===== src/fsi_pkg.sv =====
// constants and state layout for the framer status and interrupt logic
`default_nettype none

package fsi_pkg;

  // framers sharing one port and one interrupt pin
  localparam int NFR = 4;

  // per-framer register addresses
  localparam logic [7:0] ADR_SR1  = 8'h06;
  localparam logic [7:0] ADR_SR2  = 8'h07;
  localparam logic [7:0] ADR_RIR  = 8'h08;
  localparam logic [7:0] ADR_MASK_REG_ONE = 8'h16;
  localparam logic [7:0] ADR_MASK_REG_TWO = 8'h17;
  localparam logic [7:0] ADR_HDLC_MASK_REG = 8'h18;
  localparam logic [7:0] ADR_SSR  = 8'h1e;
  // summary register answers from here to the top of the map
  localparam logic [7:0] ADR_ISR_LO = 8'hc0;

  // index of a latched register within a framer
  localparam logic [1:0] LR_SR1  = 2'h0;
  localparam logic [1:0] LR_SR2  = 2'h1;
  localparam logic [1:0] LR_RIR  = 2'h2;
  localparam logic [1:0] LR_NONE = 2'h3;
  localparam int         NLR     = 3;

  // state-change alarms sit in the low bits of status_reg_one
  localparam int CHG_W = 4;

  typedef struct packed {
    logic [NFR-1:0][NLR-1:0][7:0] lat;    // sticky status
    logic [NFR-1:0][NLR-1:0][7:0] shown;  // value the host reads
    logic [NFR-1:0][NLR-1:0][7:0] mask;   // last mask byte written
    logic [NFR-1:0][CHG_W-1:0]    chg;    // pending alarm changes
    logic [NFR-1:0][CHG_W-1:0]    prev;   // alarm levels last cycle
    logic [NFR-1:0][7:0]          mask_reg_one;
    logic [NFR-1:0][7:0]          mask_reg_two;
    logic [NFR-1:0][7:0]          hdlc_mask_reg;
    logic [7:0]                   rdData;
    logic                         irq;
  } fsi_state_s;

  localparam fsi_state_s FSI_RST = '0;

endpackage : fsi_pkg

`default_nettype wire


===== src/fsi_status_irq.sv =====
// status latching, mask registers and interrupt summary for four framers
`timescale 1ns/1ns
`default_nettype none

module fsi_status_irq (
  // clock and reset
  input  wire logic                               clk,
  input  wire logic                               rst_b,
  // parallel control port
  input  wire logic [1:0]                         framerSel,
  input  wire logic [7:0]                         addr,
  input  wire logic                               wrEn,
  input  wire logic                               rdEn,
  input  wire logic [7:0]                         wrData,
  output logic      [7:0]                         rdData,
  // live status from the framers
  input  wire logic [fsi_pkg::NFR-1:0][7:0]       sr1Live,
  input  wire logic [fsi_pkg::NFR-1:0][7:0]       sr2Live,
  input  wire logic [fsi_pkg::NFR-1:0][7:0]       rirLive,
  input  wire logic [fsi_pkg::NFR-1:0][7:0]       syncState,
  input  wire logic [fsi_pkg::NFR-1:0][7:0]       hdlcStatus,
  // interrupt pin
  output logic                                    intN
);

  fsi_pkg::fsi_state_s s_q;
  fsi_pkg::fsi_state_s s_d;

  logic [fsi_pkg::NFR-1:0][fsi_pkg::NLR-1:0][7:0] liveAll;
  logic [fsi_pkg::NFR-1:0][fsi_pkg::NLR-1:0][7:0] clr;
  logic [7:0]                                     interrupt_summary;
  logic [7:0]                                     sr1Req;
  logic [1:0]                                     rdIdx;
  logic [1:0]                                     wrIdx;

  ////////////////////////////////////////////////////////////////////////
  // decode of the latched registers

  function automatic logic [1:0] latIdx(input logic [7:0] a);
    logic [1:0] r;
    r = fsi_pkg::LR_NONE;
    if (a == fsi_pkg::ADR_SR1) begin
      r = fsi_pkg::LR_SR1;
    end else if (a == fsi_pkg::ADR_SR2) begin
      r = fsi_pkg::LR_SR2;
    end else if (a == fsi_pkg::ADR_RIR) begin
      r = fsi_pkg::LR_RIR;
    end
    return r;
  endfunction : latIdx

  // alarm bits hold the input level, event bits are single-cycle pulses
  always_comb begin
    for (int f = 0; f < fsi_pkg::NFR; f++) begin
      liveAll[f][fsi_pkg::LR_SR1] = sr1Live[f];
      liveAll[f][fsi_pkg::LR_SR2] = sr2Live[f];
      liveAll[f][fsi_pkg::LR_RIR] = rirLive[f];
    end
  end

  assign rdIdx = latIdx(addr);
  assign wrIdx = latIdx(addr);

  ////////////////////////////////////////////////////////////////////////
  // next state

  always_comb begin
    s_d    = s_q;
    clr    = '0;
    interrupt_summary    = '0;
    sr1Req = '0;

    // a read clears only positions the host masked in and saw as one
    if (rdEn && rdIdx != fsi_pkg::LR_NONE) begin
      clr[framerSel][rdIdx] = s_q.shown[framerSel][rdIdx] & s_q.mask[framerSel][rdIdx];
    end

    for (int f = 0; f < fsi_pkg::NFR; f++) begin
      for (int r = 0; r < fsi_pkg::NLR; r++) begin
        // set wins over clear; a lasting alarm re-sets at once
        s_d.lat[f][r] = (s_q.lat[f][r] & ~clr[f][r]) | liveAll[f][r];
      end
      // both edges of the four alarms raise a request
      s_d.chg[f] = (s_q.chg[f] & ~clr[f][fsi_pkg::LR_SR1][fsi_pkg::CHG_W-1:0])
                 | (sr1Live[f][fsi_pkg::CHG_W-1:0] ^ s_q.prev[f]);
      s_d.prev[f] = sr1Live[f][fsi_pkg::CHG_W-1:0];
    end

    if (wrEn) begin
      if (wrIdx != fsi_pkg::LR_NONE) begin
        // the host follows with a read, then writes back the seen bits
        s_d.mask[framerSel][wrIdx]  = wrData;
        s_d.shown[framerSel][wrIdx] = (s_q.shown[framerSel][wrIdx] & ~wrData)
                                    | (s_q.lat[framerSel][wrIdx] & wrData);
      end else if (addr == fsi_pkg::ADR_MASK_REG_ONE) begin
        s_d.mask_reg_one[framerSel] = wrData;
      end else if (addr == fsi_pkg::ADR_MASK_REG_TWO) begin
        s_d.mask_reg_two[framerSel] = wrData;
      end else if (addr == fsi_pkg::ADR_HDLC_MASK_REG) begin
        s_d.hdlc_mask_reg[framerSel] = wrData;
      end
    end

    // per-framer requests, hdlc above status
    for (int f = 0; f < fsi_pkg::NFR; f++) begin
      // change pending replaces the latched level for the four alarms
      sr1Req = {s_q.lat[f][fsi_pkg::LR_SR1][7:fsi_pkg::CHG_W], s_q.chg[f]};
      interrupt_summary[2*f]   = |(sr1Req & s_q.mask_reg_one[f])
                 | |(s_q.lat[f][fsi_pkg::LR_SR2] & s_q.mask_reg_two[f]);
      interrupt_summary[2*f+1] = |(hdlcStatus[f] & s_q.hdlc_mask_reg[f]);
    end
    s_d.irq = |interrupt_summary;

    // read data; unmapped addresses answer zero
    if (rdEn) begin
      if (addr >= fsi_pkg::ADR_ISR_LO) begin
        s_d.rdData = interrupt_summary;
      end else if (rdIdx != fsi_pkg::LR_NONE) begin
        s_d.rdData = s_q.shown[framerSel][rdIdx];
      end else if (addr == fsi_pkg::ADR_SSR) begin
        s_d.rdData = syncState[framerSel];
      end else if (addr == fsi_pkg::ADR_MASK_REG_ONE) begin
        s_d.rdData = s_q.mask_reg_one[framerSel];
      end else if (addr == fsi_pkg::ADR_MASK_REG_TWO) begin
        s_d.rdData = s_q.mask_reg_two[framerSel];
      end else if (addr == fsi_pkg::ADR_HDLC_MASK_REG) begin
        s_d.rdData = s_q.hdlc_mask_reg[framerSel];
      end else begin
        s_d.rdData = '0;
      end
    end
  end

  ////////////////////////////////////////////////////////////////////////
  // state register

  always_ff @(posedge clk or negedge rst_b) begin
    if (!rst_b) begin
      s_q <= fsi_pkg::FSI_RST;
    end else begin
      s_q <= s_d;
    end
  end

  assign rdData = s_q.rdData;
  // pin released high while nothing is pending
  assign intN   = ~s_q.irq;

endmodule : fsi_status_irq

`default_nettype wire


===== config.mk =====
export PLATFORM = sky130hd
export DESIGN_NAME = fsi_status_irq
export DESIGN_NICKNAME = d
export VERILOG_FILES = /design/src/fsi_pkg.sv /design/src/fsi_status_irq.sv
export SDC_FILE = /design/constraint.sdc
export NUM_CORES = 1
export LEC_CHECK = 0
export BUFFER_PORTS_ARGS = -buffer_cell sky130_fd_sc_hd__buf_4
export CAP_MARGIN = 20
export CORE_MARGIN = 2
export CORE_UTILIZATION = 55
export CTS_CLUSTER_DIAMETER = 200
export CTS_CLUSTER_SIZE = 24
export DETAILED_ROUTE_END_ITERATION = 8
export MAX_ROUTING_LAYER = met4
export PLACE_DENSITY = 0.75
export SLEW_MARGIN = 20
export SYNTH_ARGS = -nofsm -noshare
export SYNTH_HDL_FRONTEND = slang
export SYNTH_SLANG_ARGS = --single-unit

===== constraint.sdc =====
create_clock -name clk -period 2.25 [get_ports clk]
set_input_delay 0.225 -clock clk [delete_from_list [all_inputs] [get_ports clk]]
set_output_delay 0.225 -clock clk [all_outputs]
set_load 0.005 [all_outputs]

==> qor.csv <==
metric,value,unit
pin count of the biggest net entering global routing,79,
fin. max-slew vios,0,
Synth Area in Compound Gates,8.23,%
Startpoint Class,flop,
Fin. Hold Viols,0,
"most common cell after layout, fill and taps aside",dfrtp_1,
WP data arrival,2.67,ns
fillers,2587,
leakage power,11.3,nW
synth unique cells,53,
synth warn,0,
reg2reg end,s_q[326],
Worst Setup SP,s_q[422],
peak supply drop,0.618,mV
Synth Area in Adders,0,%
Die ar.,38600,µm²
clk sink count,425,
Worst setup EP type,flop,
DRT iter0 DRCs,1466,
most frequent cells in the layout,"dfrtp_1, buf_4, mux2_2",
Clock Skew,0.0235,ns
DRC viols,0,
fin crit share,99.3,%
clock transition at the registers of the reported paths,0.09,ns
gpl congestion,0.993,
simple logic cell fraction of the synthesized area,6.63,%
post-synthesis mux area share,28.7,%
fraction of layout instances using a drive strength above 1,39.9,%
critical path's largest stage delay,0.53,ns
register bit total from synthesis,425,
vias in the first global route,16275,
Power Dens Cells,535,nW/µm²
Slowest cell on crit path,mux4_2,
grt total ovfl,0,
final setup vio count,0,
H-tree depth,1,
"antenna viol nets, final",0,
CP required,2.68,ns
post-DP HPWL,46600,µm
first-pass GRT wire length,99000,µm
hold endpoint,s_q[374],
Clock Tree Buf Depth,3,
WL final,65200,µm
Syn Nets,1727,
Tightest Pin Transition,0.819,ns
Hold Path Class,primary input to flop,
core box area,36500,µm²
crit-path cells,mux4_2 > a22o_1 > a221oi_2 > buf_4 > a21oi_1 > buf_4 > mux2_2,
Starting Density,55.8,%
DP Area,23500,µm²
Num CTS Buffers,21,
initial antenna violation count,1,
Total GRT Usage,35.4,%
Mean Syn Cell Area,13.2,µm²
type of the worst setup path,flop to flop,
I/O Pins,191,
CTS root buffer,clkbuf_16,
num rows,70,
Synth area leaders,"dfrtp_1, mux2_2, mux4_2",
Critical Path Fanout Max,12,
total number of vias,15664,
most used flip-flop cell after synthesis,dfrtp_1,
status,"complete, no violations",
FF-to-FF Start,s_q[422],
register area share after synthesis,52.2,%
number of synthesized flops with an enable pin,0,
Synth area leader,dfrtp_1,
vias per std cell,6.55,
dominant combinational cell family by area after synthesis,multiplexers,
Mapped Area,20400,µm²
"most used cell, CP",buf_4,
Vert. Die Dim,196,µm
die width,196,µm
synthesized instance count,1545,
CTS tree,done,
Peak Freq,0.447,GHz
Max Cap Viol,0,
clk_lat worst skew,0.56,ns
Reg2Reg Setup Slack,0.02,ns
Final Power,13.4,mW
Final Critical Period,2.23,ns
per-cell routed wire length,27.3,µm
area growth from synthesis to layout,22.6,%
post-synth top area share,52.2,%
Slew HR,45.4,%
Synth Area in XOR/XNOR,0.688,%
first-pass detailed-route iteration total,5,
Async SR Flop Fraction,100,%
final instance area,25000,µm²
Final #Nets,2106,
RSZ-0062 raised after global routing,false,
worst r2r path cells,7,
HP Start,rirLive[13],
IO buf count,190,
Hold Path Stages,3,
## per-layer routing
layer | GRT usage [%] | up-vias | wire length, µm
li1 | - | 6457 | -
met1 | 47.5 | 8035 | 25500
met2 | 53.4 | 975 | 30200
met3 | 7.44 | 197 | 6620
met4 | 14.0 | 0 | 2870
met5 | - | - | 0
## through the flow
stage	util (%)	setup slack, ns	TNS, ns	hold WS, ns	std cells
5_1_grt	68.4	0.00156	0	0.0188	2392
3_5_place_dp	64.2	-0.326	-31.33	0.295	2272
6_report	68.4	0.0154	0	0.0150	2392
3_3_place_gp	64.2	-0.316	-27.79	0.305	2272
4_1_cts	68.3	0.0126	0	0.00205	2390
2_1_floorplan	-	-0.0360	-0.969	-0.0706	1545
## logic make-up after synthesis
kind of cell | count (synthesis)
buffers and inverters | 131
AO/OA/AOI/OAI | 264
flip-flops | 425
multiplexers | 408
AND/OR/NAND/NOR | 301
XOR/XNOR | 16
## cells in the mapped netlist, types with 18 or more instances
library cell / instances
a21oi_1: 122
a221oi_1: 18
a22o_1: 23
a22oi_1: 35
buf_2: 26
buf_4: 26
clkbuf_1: 41
dfrtp_1: 425
inv_1: 28
mux2_2: 285
mux2i_1: 20
mux4_1: 32
mux4_2: 71
nand2_1: 26
nand3_1: 19
nor2_1: 204
o21ai_0: 23
## power breakdown
part	leakage, nW	switching (mW)	internal [mW]	total (mW)
Clock	0.263	2.44	1.69	4.13
Combinational	5.83	0.725	0.706	1.43
Sequential	5.24	0.0712	7.73	7.80
Total	11.3	3.24	10.1	13.4
## state kept, by name, summed over array words and instances, names as in the netlist
signal / flops
s_q: 417
rdData: 8
## worst max-delay path, delay by kind of cell (launching register included)
kind | cells | cell delay, ns
AO/OA/AOI/OAI | 3 | 0.59
buffers and inverters | 2 | 0.34
flip-flops | 1 | 0.40
multiplexers | 2 | 0.80
## worst max path at each step
stage | end | slack, ns | cells past startpoint
5_1_grt | s_q[294] | 0.002 | 7
4_1_cts | s_q[326] | 0.01 | 7
3_5_place_dp | s_q[350] | -0.33 | 9
6_report | s_q[326] | 0.02 | 7
3_3_place_gp | s_q[286] | -0.32 | 8
2_1_floorplan | s_q[205] | -0.04 | 10
## what timing repair did
action                                 4_1_cts  5_1_grt
setup endpoints to repair                   24       48
buffers inserted                             0        1
hold buffers                                96        0
pin swaps                                    1        2
resized for setup                            2        4
endpoints found under the hold margin      172        0
## cell type report
type	count	area, µm²	share of cell area [%]
sequential	425	10600	42.6
multi-input combinational	989	9040	36.2
timing repair buffer	459	4070	16.3
tap	468	586	2.34
clock buffer	21	526	2.10
inverter	28	105	0.421
clock inverter	1	8.76	0.0351
antenna	1	2.50	0.0100
Power figures use the tool's default switching activity.
